===== config.mk =====
export PLATFORM = sky130hd
export DESIGN_NAME = adc_trigger_result_irq
export DESIGN_NICKNAME = d
export VERILOG_FILES = /design/src/hdl/adc_ctl_pkg.sv /design/src/hdl/rise_detect.sv /design/src/hdl/result_format.sv /design/src/hdl/adc_trigger_result_irq.sv
export VERILOG_INCLUDE_DIRS = /design/src /design/src/hdl
export SDC_FILE = /design/constraint.sdc
export NUM_CORES = 1
export LEC_CHECK = 0
export BUFFER_PORTS_ARGS = -buffer_cell sky130_fd_sc_hd__buf_4
export CAP_MARGIN = 20
export CORE_ASPECT_RATIO = 1.1
export CORE_MARGIN = 5
export CORE_UTILIZATION = 49
export CTS_CLUSTER_SIZE = 40
export DETAILED_ROUTE_END_ITERATION = 12
export PLACE_DENSITY = 0.91
export SYNTH_ARGS = -nofsm -noshare
export SYNTH_HDL_FRONTEND = slang
export SYNTH_SLANG_ARGS = --single-unit

===== constraint.sdc =====
create_clock -name core_clk_in -period 2.2 [get_ports core_clk_in]
set_input_delay 0 -clock core_clk_in [delete_from_list [all_inputs] [get_ports core_clk_in]]
set_output_delay 0 -clock core_clk_in [all_outputs]
set_load 0.03 [all_outputs]

===== src/hdl/adc_ctl_regs.svh =====
`ifndef ADC_CTL_REGS_SVH
`define ADC_CTL_REGS_SVH

// register byte offsets on the bus
`define ADC_OFF_TRIG_CTRL 12'h000
`define ADC_OFF_RES_HIGH 12'h004
`define ADC_OFF_RES_LOW 12'h008
`define ADC_OFF_CTRL 12'h00C
`define ADC_OFF_STATUS 12'h010
`define ADC_OFF_MASK 12'h014

// conversion_trigger_control fields
`define ADC_TRIG_SEL_LSB 4
`define ADC_TRIG_SEL_MSB 7
`define ADC_TRIG_CTRL_RST 8'h00
`define ADC_TRIG_NONE 4'h0

// control register field positions
`define ADC_CTRL_JUSTIFY_BIT 0
`define ADC_CTRL_IRQ_EN_BIT 1
`define ADC_CTRL_PERIPH_GATE_BIT 2
`define ADC_CTRL_GLOBAL_EN_BIT 3
`define ADC_CTRL_RC_CLK_BIT 4
`define ADC_CTRL_RST 5'h00

// status and mask field positions
`define ADC_ST_DONE_BIT 0
`define ADC_ST_T0_OVF_BIT 1
`define ADC_ST_T1_OVF_BIT 2
`define ADC_ST_RST 3'h0
`define ADC_MASK_RST 3'h0

// result registers
`define ADC_RES_RST 8'h00

`endif


===== src/hdl/adc_ctl_pkg.sv =====
package adc_ctl_pkg;

    // bit k of the packed form belongs to trigger code k
    typedef struct packed {
        logic complementary_wave_unit_pin;
        logic auto_trigger_pin;
        logic pwm4_irq;
        logic pwm4_offset_match;
        logic pwm3_irq;
        logic pwm3_offset_match;
        logic pwm_two_offset_match;
        logic pwm_one_offset_match;
        logic comparator_two_sync_output;
        logic comparator_one_sync_output;
        logic timer_two_period_match;
        logic timer1_overflow;
        logic timer0_overflow;
        logic pwm2_irq;
        logic pwm1_irq;
        logic unused_code0;
    } trig_src_t;

    typedef struct packed {
        logic rc_clock_sel;
        logic global_irq_enable;
        logic peripheral_irq_gate;
        logic conversion_irq_enable;
        logic result_justify_select;
    } ctrl_t;

endpackage


===== src/hdl/rise_detect.sv =====
`timescale 1ns/1ps
module rise_detect #(
    parameter int W = 16
) (
    input wire logic core_clk_in,
    input wire logic arst_n_in,
    input wire logic [W-1:0] level_in,
    output logic [W-1:0] rise_out
);
    logic [W-1:0] prev_ff;
    logic [W-1:0] nxt_prev;

    // reset to ones so a source already high at reset does not trigger
    always_comb begin
        nxt_prev = level_in;
        rise_out = level_in & ~prev_ff;
    end

    always_ff @(posedge core_clk_in or negedge arst_n_in) begin
        if (!arst_n_in) begin
            prev_ff <= '1;
        end else begin
            prev_ff <= nxt_prev;
        end
    end
endmodule


===== src/hdl/result_format.sv =====
`timescale 1ns/1ps
module result_format #(
    parameter int RES_W = 10
) (
    input wire logic [RES_W-1:0] result_in,
    input wire logic justify_right_in,
    output logic [7:0] high_out,
    output logic [7:0] low_out
);
    logic [15:0] wide;

    always_comb begin
        if (justify_right_in) begin
            wide = {{(16-RES_W){1'b0}}, result_in};
        end else begin
            wide = {result_in, {(16-RES_W){1'b0}}};
        end
        high_out = wide[15:8];
        low_out = wide[7:0];
    end
endmodule


===== src/hdl/adc_trigger_result_irq.sv =====
// Design decisions made here: the register offsets and the APB slave port.
`timescale 1ns/1ps
`include "adc_ctl_regs.svh"
// Functional notes
// - The done flag is set at the end of every conversion whatever the interrupt enable says.
// - The conversion interrupt can be raised awake or asleep, and when asleep it wakes the part.
// - Conversions run in sleep only when the dedicated RC conversion clock is selected.
// - On wake, execution resumes in line if the global enable is clear, else it vectors.
// - The 10-bit result is placed left or right justified as the justify select bit says.
// - Right justified, the high register holds result bits 9:8 in bits 1:0.
// - Right justified, the low register holds result bits 7:0.
// - Codes 1 to 7 pick PWM1 irq, PWM2 irq, timer0, timer1, timer2 match, comparator 1 and 2.
// - Codes 8 to 13 pick PWM offset matches and irqs, 14 the trigger pin, 15 the wave unit pin.
// - Every selected trigger starts a conversion on its rising edge, never on its level.
// - A timer overflow used as trigger still sets that timer's own flag.
module adc_trigger_result_irq #(
    parameter int RES_W = 10,
    parameter int ADDR_W = 12
) (
    input wire logic core_clk_in,
    input wire logic arst_n_in,
    input wire logic psel_in,
    input wire logic penable_in,
    input wire logic pwrite_in,
    input wire logic [ADDR_W-1:0] paddr_in,
    input wire logic [31:0] pwdata_in,
    output logic [31:0] prdata_out,
    output logic pready_out,
    output logic pslverr_out,
    input wire adc_ctl_pkg::trig_src_t trig_src_in,
    input wire logic sleep_in,
    input wire logic conv_done_in,
    input wire logic [RES_W-1:0] conv_result_in,
    output logic conv_start_out,
    output logic conv_allowed_out,
    output logic conv_irq_req_out,
    output logic wake_out,
    output logic irq_vector_out,
    output logic resume_inline_out,
    output logic irq_out
);
    logic [3:0] trig_sel_ff;
    logic [3:0] nxt_trig_sel;
    adc_ctl_pkg::ctrl_t ctrl_ff;
    adc_ctl_pkg::ctrl_t nxt_ctrl;
    logic [2:0] status_ff;
    logic [2:0] nxt_status;
    logic [2:0] mask_ff;
    logic [2:0] nxt_mask;
    logic [7:0] res_hi_ff;
    logic [7:0] nxt_res_hi;
    logic [7:0] res_lo_ff;
    logic [7:0] nxt_res_lo;
    logic [31:0] prdata_ff;
    logic [31:0] nxt_prdata;
    logic pready_ff;
    logic nxt_pready;
    logic pslverr_ff;
    logic nxt_pslverr;
    logic start_ff;
    logic nxt_start;
    logic allow_ff;
    logic nxt_allow;
    logic conv_req_ff;
    logic nxt_conv_req;
    logic wake_ff;
    logic nxt_wake;
    logic vector_ff;
    logic nxt_vector;
    logic resume_ff;
    logic nxt_resume;
    logic irq_ff;
    logic nxt_irq;

    logic [15:0] src_vec;
    logic [15:0] src_rise;
    logic [7:0] fmt_hi;
    logic [7:0] fmt_lo;
    logic setup;
    logic access;
    logic addr_hit;
    logic [2:0] set_events;
    logic [2:0] clr_bits;
    logic [7:0] trig_rd;

    assign src_vec = trig_src_in;

    rise_detect #(.W(16)) u_rise (
        .core_clk_in(core_clk_in),
        .arst_n_in(arst_n_in),
        .level_in(src_vec),
        .rise_out(src_rise)
    );

    result_format #(.RES_W(RES_W)) u_fmt (
        .result_in(conv_result_in),
        .justify_right_in(ctrl_ff.result_justify_select),
        .high_out(fmt_hi),
        .low_out(fmt_lo)
    );

    // bus slave: one wait-free access cycle, read data captured in setup
    always_comb begin
        setup = psel_in & ~penable_in;
        access = psel_in & penable_in & pready_ff;
        addr_hit = (paddr_in == `ADC_OFF_TRIG_CTRL) || (paddr_in == `ADC_OFF_RES_HIGH)
            || (paddr_in == `ADC_OFF_RES_LOW) || (paddr_in == `ADC_OFF_CTRL)
            || (paddr_in == `ADC_OFF_STATUS) || (paddr_in == `ADC_OFF_MASK);
        trig_rd = {trig_sel_ff, 4'h0};
        nxt_pready = setup;
        nxt_pslverr = setup & ~addr_hit;
        nxt_prdata = 32'h0000_0000;
        if (setup && !pwrite_in) begin
            unique case (paddr_in)
                `ADC_OFF_TRIG_CTRL: nxt_prdata = {24'h00_0000, trig_rd};
                `ADC_OFF_RES_HIGH: nxt_prdata = {24'h00_0000, res_hi_ff};
                `ADC_OFF_RES_LOW: nxt_prdata = {24'h00_0000, res_lo_ff};
                `ADC_OFF_CTRL: nxt_prdata = {27'h000_0000, ctrl_ff};
                `ADC_OFF_STATUS: nxt_prdata = {29'h0000_0000, status_ff};
                `ADC_OFF_MASK: nxt_prdata = {29'h0000_0000, mask_ff};
                default: nxt_prdata = 32'h0000_0000;
            endcase
        end
    end

    // register file
    always_comb begin
        nxt_trig_sel = trig_sel_ff;
        nxt_ctrl = ctrl_ff;
        nxt_mask = mask_ff;
        nxt_res_hi = res_hi_ff;
        nxt_res_lo = res_lo_ff;
        clr_bits = 3'h0;
        if (access && pwrite_in) begin
            unique case (paddr_in)
                `ADC_OFF_TRIG_CTRL: nxt_trig_sel = pwdata_in[`ADC_TRIG_SEL_MSB:`ADC_TRIG_SEL_LSB];
                `ADC_OFF_RES_HIGH: nxt_res_hi = pwdata_in[7:0];
                `ADC_OFF_RES_LOW: nxt_res_lo = pwdata_in[7:0];
                `ADC_OFF_CTRL: nxt_ctrl = pwdata_in[4:0];
                `ADC_OFF_STATUS: clr_bits = pwdata_in[2:0];
                `ADC_OFF_MASK: nxt_mask = pwdata_in[2:0];
                default: clr_bits = 3'h0;
            endcase
        end
        // a finished conversion overrides a software write in the same cycle
        if (conv_done_in) begin
            nxt_res_hi = fmt_hi;
            nxt_res_lo = fmt_lo;
        end
    end

    // sticky flags: hardware set wins over a write-one clear
    always_comb begin
        set_events = 3'h0;
        set_events[`ADC_ST_DONE_BIT] = conv_done_in;
        set_events[`ADC_ST_T0_OVF_BIT] = src_rise[3];
        set_events[`ADC_ST_T1_OVF_BIT] = src_rise[4];
        nxt_status = (status_ff & ~clr_bits) | set_events;
        nxt_irq = |(nxt_status & nxt_mask);
    end

    // trigger selection, sleep gating, interrupt and wake
    always_comb begin
        nxt_allow = ~sleep_in | ctrl_ff.rc_clock_sel;
        nxt_start = (trig_sel_ff != `ADC_TRIG_NONE)
            && src_rise[trig_sel_ff]
            && nxt_allow;
        nxt_conv_req = nxt_status[`ADC_ST_DONE_BIT] & nxt_ctrl.conversion_irq_enable
            & nxt_ctrl.peripheral_irq_gate;
        nxt_wake = sleep_in & nxt_conv_req;
        nxt_vector = nxt_conv_req & nxt_ctrl.global_irq_enable;
        nxt_resume = nxt_wake & ~nxt_ctrl.global_irq_enable;
    end

    always_ff @(posedge core_clk_in or negedge arst_n_in) begin
        if (!arst_n_in) begin
            trig_sel_ff <= `ADC_TRIG_NONE;
            ctrl_ff <= `ADC_CTRL_RST;
            status_ff <= `ADC_ST_RST;
            mask_ff <= `ADC_MASK_RST;
            res_hi_ff <= `ADC_RES_RST;
            res_lo_ff <= `ADC_RES_RST;
            prdata_ff <= 32'h0000_0000;
            pready_ff <= 1'b0;
            pslverr_ff <= 1'b0;
            start_ff <= 1'b0;
            allow_ff <= 1'b0;
            conv_req_ff <= 1'b0;
            wake_ff <= 1'b0;
            vector_ff <= 1'b0;
            resume_ff <= 1'b0;
            irq_ff <= 1'b0;
        end else begin
            trig_sel_ff <= nxt_trig_sel;
            ctrl_ff <= nxt_ctrl;
            status_ff <= nxt_status;
            mask_ff <= nxt_mask;
            res_hi_ff <= nxt_res_hi;
            res_lo_ff <= nxt_res_lo;
            prdata_ff <= nxt_prdata;
            pready_ff <= nxt_pready;
            pslverr_ff <= nxt_pslverr;
            start_ff <= nxt_start;
            allow_ff <= nxt_allow;
            conv_req_ff <= nxt_conv_req;
            wake_ff <= nxt_wake;
            vector_ff <= nxt_vector;
            resume_ff <= nxt_resume;
            irq_ff <= nxt_irq;
        end
    end

    assign prdata_out = prdata_ff;
    assign pready_out = pready_ff;
    assign pslverr_out = pslverr_ff;
    assign conv_start_out = start_ff;
    assign conv_allowed_out = allow_ff;
    assign conv_irq_req_out = conv_req_ff;
    assign wake_out = wake_ff;
    assign irq_vector_out = vector_ff;
    assign resume_inline_out = resume_ff;
    assign irq_out = irq_ff;

    logic wr_status_clr0;
    assign wr_status_clr0 = access && pwrite_in && (paddr_in == `ADC_OFF_STATUS) && pwdata_in[0];
endmodule


# Word-level counts from Yosys, hierarchy flattened
# Cells that the tools add are included.
[word_totals]
reg_bits = 88
input_bits = 77
out_inout_bits = 41
word_cells = 84
[op_classes]
order_cmp = 1
n_eq_ne = 5
mux = 17
bitwise_logic = 20
reduce_logical = 20
[op_table]
columns = ["cell", "count"]
rows = [
  ["two-way mux 8 bit", 6],
  ["case mux 8 bit (6 select lines)", 1],
  ["two-way mux 32 bit", 1],
  ["equality test 12 x 4 -> 1 bit (second input constant)", 2],
  ["equality test 12 x 5 -> 1 bit (second input constant)", 2],
  ["AND 16 bit", 1],
  ["two-way mux 16 bit", 1],
  ["NOT 16 bit", 1],
  ["equality test 12 x 3 -> 1 bit (second input constant)", 1],
  ["zero test 12 bit", 1],
  ["two-way mux 3 bit", 4],
  ["AND 1 bit", 9],
  ["two-way mux 4 bit", 2],
  ["AND reduction 2 bit", 4],
  ["AND 3 bit", 2],
  ["nonzero test 2 bit", 3],
  ["logical OR 1 bit", 5],
  ["< comparator 4 x 5 -> 1 bit (second input constant)", 1],
  ["binary-select mux 1 bit (select 4 bit)", 1],
  ["logical AND 1 bit", 4],
  ["NOT 1 bit", 4],
  ["nonzero test 4 bit", 1],
  ["NOT 3 bit", 1],
  ["bitwise OR 3 bit", 1],
  ["4 further kinds", 4],
]

# Depth between registers and ports, before layout
[logic_depth]
ltp_word = 11
depth_mapped = 6
depth_no_buf = 5

# Modules after synthesis
# From an unflattened synthesis, not the netlist that was laid out.
[unflattened]
hier_cells = 299
area_unflattened_um2 = 3484.6
[modules_own_cells]
columns = ["mod", "n_inst", "cells_per_inst", "area_per_inst_um2", "seq_area_each_um2"]
rows = [
  ["adc_trigger_result_irq", 1, 249, 2686.3, 1201.2],
  ["rise_detect", 1, 32, 640.6, 420.4],
  ["result_format", 1, 18, 157.7, 0.0],
]

# Least setup slack after synthesis
# OpenSTA, ideal clock, no wires.
[synth_timing]
kind = "reg-to-reg"
from = "register pready_ff (netlist: pready_out)"
to = "register irq_ff (netlist: irq_out)"
setup_time_ns = 0.126
arrival_time_ns = 1.811
required_time_ns = 2.074
setup_slack_ns = 0.263
stages_incl_launch_ff = 6
path_buffers = 0
period_less_slack_ns = 1.937
cell_sequence = "dfrtp_1 -> nand4_1 -> nor2_1 -> and3_2 -> mux2_2 -> a221o_1"
[synth_via]
elab_cells_between_ends = 9
cone_classes = "2 x mux; 5 x bitwise; 2 x reduce/logical"
[synth_rtl]
columns = ["element", "line_no", "rtl"]
rows = [
  ["from (decl)", "adc_trigger_result_irq.sv:56", "logic pready_ff;"],
  ["from (signal assigned)", "adc_trigger_result_irq.sv:201", "pready_ff <= nxt_pready;"],
  ["AND 1 bit", "adc_trigger_result_irq.sv:105", "access = psel_in & penable_in & pready_ff;"],
  ["logical AND 1 bit", "-", ""],
  ["two-way mux 3 bit", "adc_trigger_result_irq.sv:134", "if (access && pwrite_in) begin"],
  ["net nxt_mask[0]", "adc_trigger_result_irq.sv:49", "logic [2:0] nxt_mask;"],
  ["AND 3 bit", "adc_trigger_result_irq.sv:159", "nxt_irq = |(nxt_status & nxt_mask);"],
  ["OR reduction 3 bit", "adc_trigger_result_irq.sv:159", ""],
  ["net nxt_irq", "adc_trigger_result_irq.sv:73", "logic nxt_irq;"],
  ["to (signal assigned)", "adc_trigger_result_irq.sv:209", "irq_ff <= nxt_irq;"],
  ["to (decl)", "adc_trigger_result_irq.sv:72", "logic irq_ff;"],
]
# The timed path passes the listed nets, and every way through them passes these cells.
# A chain may end at the register's enable or synchronous reset.

# Worst setup path after layout
[layout_timing]
from = "register pready_ff (netlist: pready_out)"
to = "register resume_ff (netlist: resume_inline_out)"
[layout_via]
elab_chain_cells = 10
elab_cells_between_ends = 12
cone_classes = "2 x mux; 9 x bitwise; 1 x reduce/logical"
[layout_lines]
columns = ["element", "line_no", "rtl"]
rows = [
  ["AND 1 bit", "adc_trigger_result_irq.sv:105", ""],
  ["logical AND 1 bit", "-", ""],
  ["two-way mux 3 bit", "adc_trigger_result_irq.sv:134", ""],
  ["NOT 3 bit", "adc_trigger_result_irq.sv:158", "nxt_status = (status_ff & ~clr_bits) | set_events;"],
  ["AND 3 bit", "adc_trigger_result_irq.sv:158", ""],
  ["bitwise OR 3 bit", "adc_trigger_result_irq.sv:158", ""],
  ["net nxt_status[0]", "adc_trigger_result_irq.sv:47", "logic [2:0] nxt_status;"],
  ["AND 1 bit (2 in series)", "adc_trigger_result_irq.sv:168", "nxt_conv_req = nxt_status[`ADC_ST_DONE_BIT] & nxt_ctrl.conversion_irq_enable"],
  ["net nxt_conv_req", "adc_trigger_result_irq.sv:65", "logic nxt_conv_req;"],
  ["AND 1 bit", "adc_trigger_result_irq.sv:170", "nxt_wake = sleep_in & nxt_conv_req;"],
  ["AND 1 bit", "adc_trigger_result_irq.sv:172", "nxt_resume = nxt_wake & ~nxt_ctrl.global_irq_enable;"],
  ["net nxt_resume", "adc_trigger_result_irq.sv:71", "logic nxt_resume;"],
  ["to (signal assigned)", "adc_trigger_result_irq.sv:208", "resume_ff <= nxt_resume;"],
  ["to (decl)", "adc_trigger_result_irq.sv:70", "logic resume_ff;"],
]
# The timed path passes the listed nets, and every way through them passes these cells.

==> results.yml <==
status:
  outcome: "finished, final reports clean"
final_layout:
  layout_commonest_cell: "buf_4"
  fillers: 463
  antenna_cells: 0
  drive_gt1_share_pct: 33.0
  post-route-cell-area_um2: 4170
  mostFrequentLayoutCells: "buf_4, dfrtp_1, dlygate4sd3_1"
  stdcell_count: 483
  multi_input_area_um2: 1270
  nets: 475
  syn2layout_area_growth_pct: 36.0
  seq_area_um2: 1600
grt:
  grt_pass1_wl_um: 12100
  gr-total-overflow: 0
  grt_start_max_net_pins: 64
  grt_use_total_pct: 20.1
  antenna_found_initial: 0
  first_global_vias: 2538
power:
  power_mw: 2.72
  leakagePower_nw: 1.93
  p_per_area_nw_per_um2: 652
  power_switching_uw: 648
  vdd_ir_drop_max_mv: 0.384
  p_clk_share_pct: 41.5
  netSwitchingFraction_pct: 23.9
  intPower_mw: 2.07
  seqPwrFrac_pct: 45.5
  p_comb_share_pct: 13.0
placed_design:
  hpwl_um: 5190
  place_congestion: 0.927
  dp.cells: 430
  placed_area_um2: 3570
  portBuffers: 68
sta:
  fin_setup_tns_ns: 0
  setup_viol: 0
  hold-worst-slack_ns: 0.0293
  min_period_ns: 1.83
  fin_crit_sh_pct: 83.4
  rsz0062_at_grt: "no"
  max_freq_mhz: 545
  slew_viol_final: 0
  hold_violations: 0
  slew_headroom_pct: 49.5
  tightest_slew_ns: 0.758
  fin_worst_skew_ns: 0.00458
clock_network:
  cts_buffers: 9
  clock_sinks: 63
  cts.clk_slew.worst_paths_ns: 0.06
  clk_path_buf_depth: 2
  root_buffer: "clkbuf_8"
  htree_levels: 3
  post-cts-setup-buffer-count: 0
  clk_latency_ns: 0.34
  cts_tree: "yes"
  cts_resized: 0
floorplanning:
  die_height_um: 93.0
  die_w_um: 85.4
  ios: 118
  rows: 30
  core_um2: 6120
  initial_core_util_pct: 50.1
  dieArea_um2: 7940
setup_path:
  startpoint_type: "flip-flop"
  cp-end-kind: "flip-flop"
  critPathTopFamily: "simple AND/OR/NAND/NOR gates"
  reg2reg_to: "resume_inline_out"
  cp_data_arrival_time_ns: 2.12
  critPathMaxFanout: 4
  slowest_stage: "dfrtp_1"
  r2r_setup_slack_ns: 0.37
  cp_num_buf_inv: 0
  crit_path_max_incr_delay_ns: 0.40
  critical_path_depth: 5
  criticalPathCategory: "reg2reg"
  r2r-start: "pready_out"
  cp_common_cell: "and3_1"
  cp_data_required_time_ns: 2.48
  crit_path_end: "resume_inline_out"
  ff2ff_path_depth: 5
  startpoint: "pready_out"
  crit_chain: "and4_1 > and3_1 > a31oi_1 > a21boi_1 > and3_1"
drt:
  drt_iter0_markers: 259
  drc_errors: 0
  vias: 2513
  wl_um: 7600
  vias_per_cell: 5.20
  avgRoutedWirePerCell_um: 15.7
  firstDrtPassIters: 4
  ant_nets: 0
run:
  max_cap_violations: 0
yosys:
  synth.ff_latch_count: 63
  syn_inst: 288
  syn_avg_cell_area_um2: 10.6
  ys_types: 46
  yosys_warnings: 0
  mappedNetlistArea_um2: 3070
  ys_seq_area_share_pct: 52.0
min_path:
  min_path_type: "in2reg"
how the worst min path moves through the flow:
stage	start	depth (start not counted)	to
global placement	arst_n_in	1	prdata_out[7]
detailed placement	arst_n_in	1	prdata_out[7]
floorplan	arst_n_in	0	conv_allowed_out
global route	conv_result_in[4]	3	res_hi_ff[2]
finish	conv_result_in[4]	3	res_hi_ff[2]
CTS	conv_result_in[4]	3	res_lo_ff[4]
state kept, by name (all words and copies together), names as in the netlist, 3 cells and up:
| name | flops |
|---|---|
| mask_ff | 3 |
| u_rise.prev_ff | 15 |
| res_lo_ff | 8 |
| prdata_out | 8 |
| status_ff | 3 |
| res_hi_ff | 8 |
| trig_sel_ff | 4 |
| ctrl_ff | 5 |
layout make-up:
type	instances	share of cell area (%)
timing repair buffer	112	22.4
clock buffer	13	3.81
clock inverter	3	1.56
sequential	63	38.3
tap	80	2.40
multi-input combinational	201	30.6
inverter	11	0.991
power groups by stage:
stage / combinational (mW) / clock, mW / sequential [mW]
floorplan: 0.188 / 0 / 1.25
global placement: 0.288 / 0 / 1.25
detailed placement: 0.296 / 0 / 1.26
CTS: 0.351 / 1.15 / 1.24
global route: 0.386 / 1.19 / 1.24
finish: 0.354 / 1.13 / 1.24
routing by layer:
layer	up-vias	global-route usage [%]	part of all wire, %
met4	0	13.6	4.5
met1	1178	23.0	37
met2	125	33.2	51
li1	1182	-	-
met5	-	0	0
met3	28	4.45	7.7
logic make-up (layout without fill, tap and decap cells):
| logic type | after synthesis | after routing | share of synthesized area, % |
|---|---|---|---|
| DFF | 63 | 63 | 52.0 |
| and+or+nand+nor | 86 | 86 | 15.6 |
| muxes | 24 | 24 | 9.27 |
| AOI/OAI and AO/OA | 67 | 67 | 13.8 |
| other | 1 | 24 | 0.122 |
| buffers and inverters | 47 | 139 | 9.22 |
through the flow:
stage,setup slack (ns),utilization (%)
after floorplan,0.263,-
after global placement,0.290,58.4
after detailed placement,0.212,58.4
after CTS,0.359,68.1
after global routing,0.223,68.1
final,0.365,68.1
synthesized netlist by cell type (all sizes together):
cell type,number,area [um^2]
inv,11,41.3
clkbuf,7,26.3
dfrtp,48,1200
and2,4,25.0
or3,1,6.26
o21ai,17,85.1
a21o,1,7.51
a32oi,6,52.6
or3b,1,8.76
buf,29,215
mux2i,7,70.1
a31o,2,17.5
a41oi,1,8.76
nand3b,2,15.0
a21boi,2,15.0
nand4,3,18.8
dfstp,15,394
a21oi,19,98.9
and3,4,27.5
o21a,1,7.51
a221o,1,10.0
nor2b,15,93.8
nor2,21,78.8
nand2b,3,18.8
a22oi,11,82.6
conb,1,3.75
o22ai,4,25.0
nand3,3,15.0
mux2,15,169
nor4,2,33.8
and4,1,8.76
or4,1,11.3
or2,1,6.26
a31oi,2,12.5
nor3,2,26.3
nand2,22,82.6
mux4,2,45.0
worst register-to-register path: stages, from the launching register on:
cell and delay (ns):
dfrtp_1 0.40, and4_1 0.24, and3_1 0.22, a31oi_1 0.30
a21boi_1 0.39, and3_1 0.23
repair_timing:
action                     CTS  global route
hold buffers                37             0
setup endpoints to repair    0             0
hold endpoints to repair    93             0
Power figures use the tool's default switching activity.
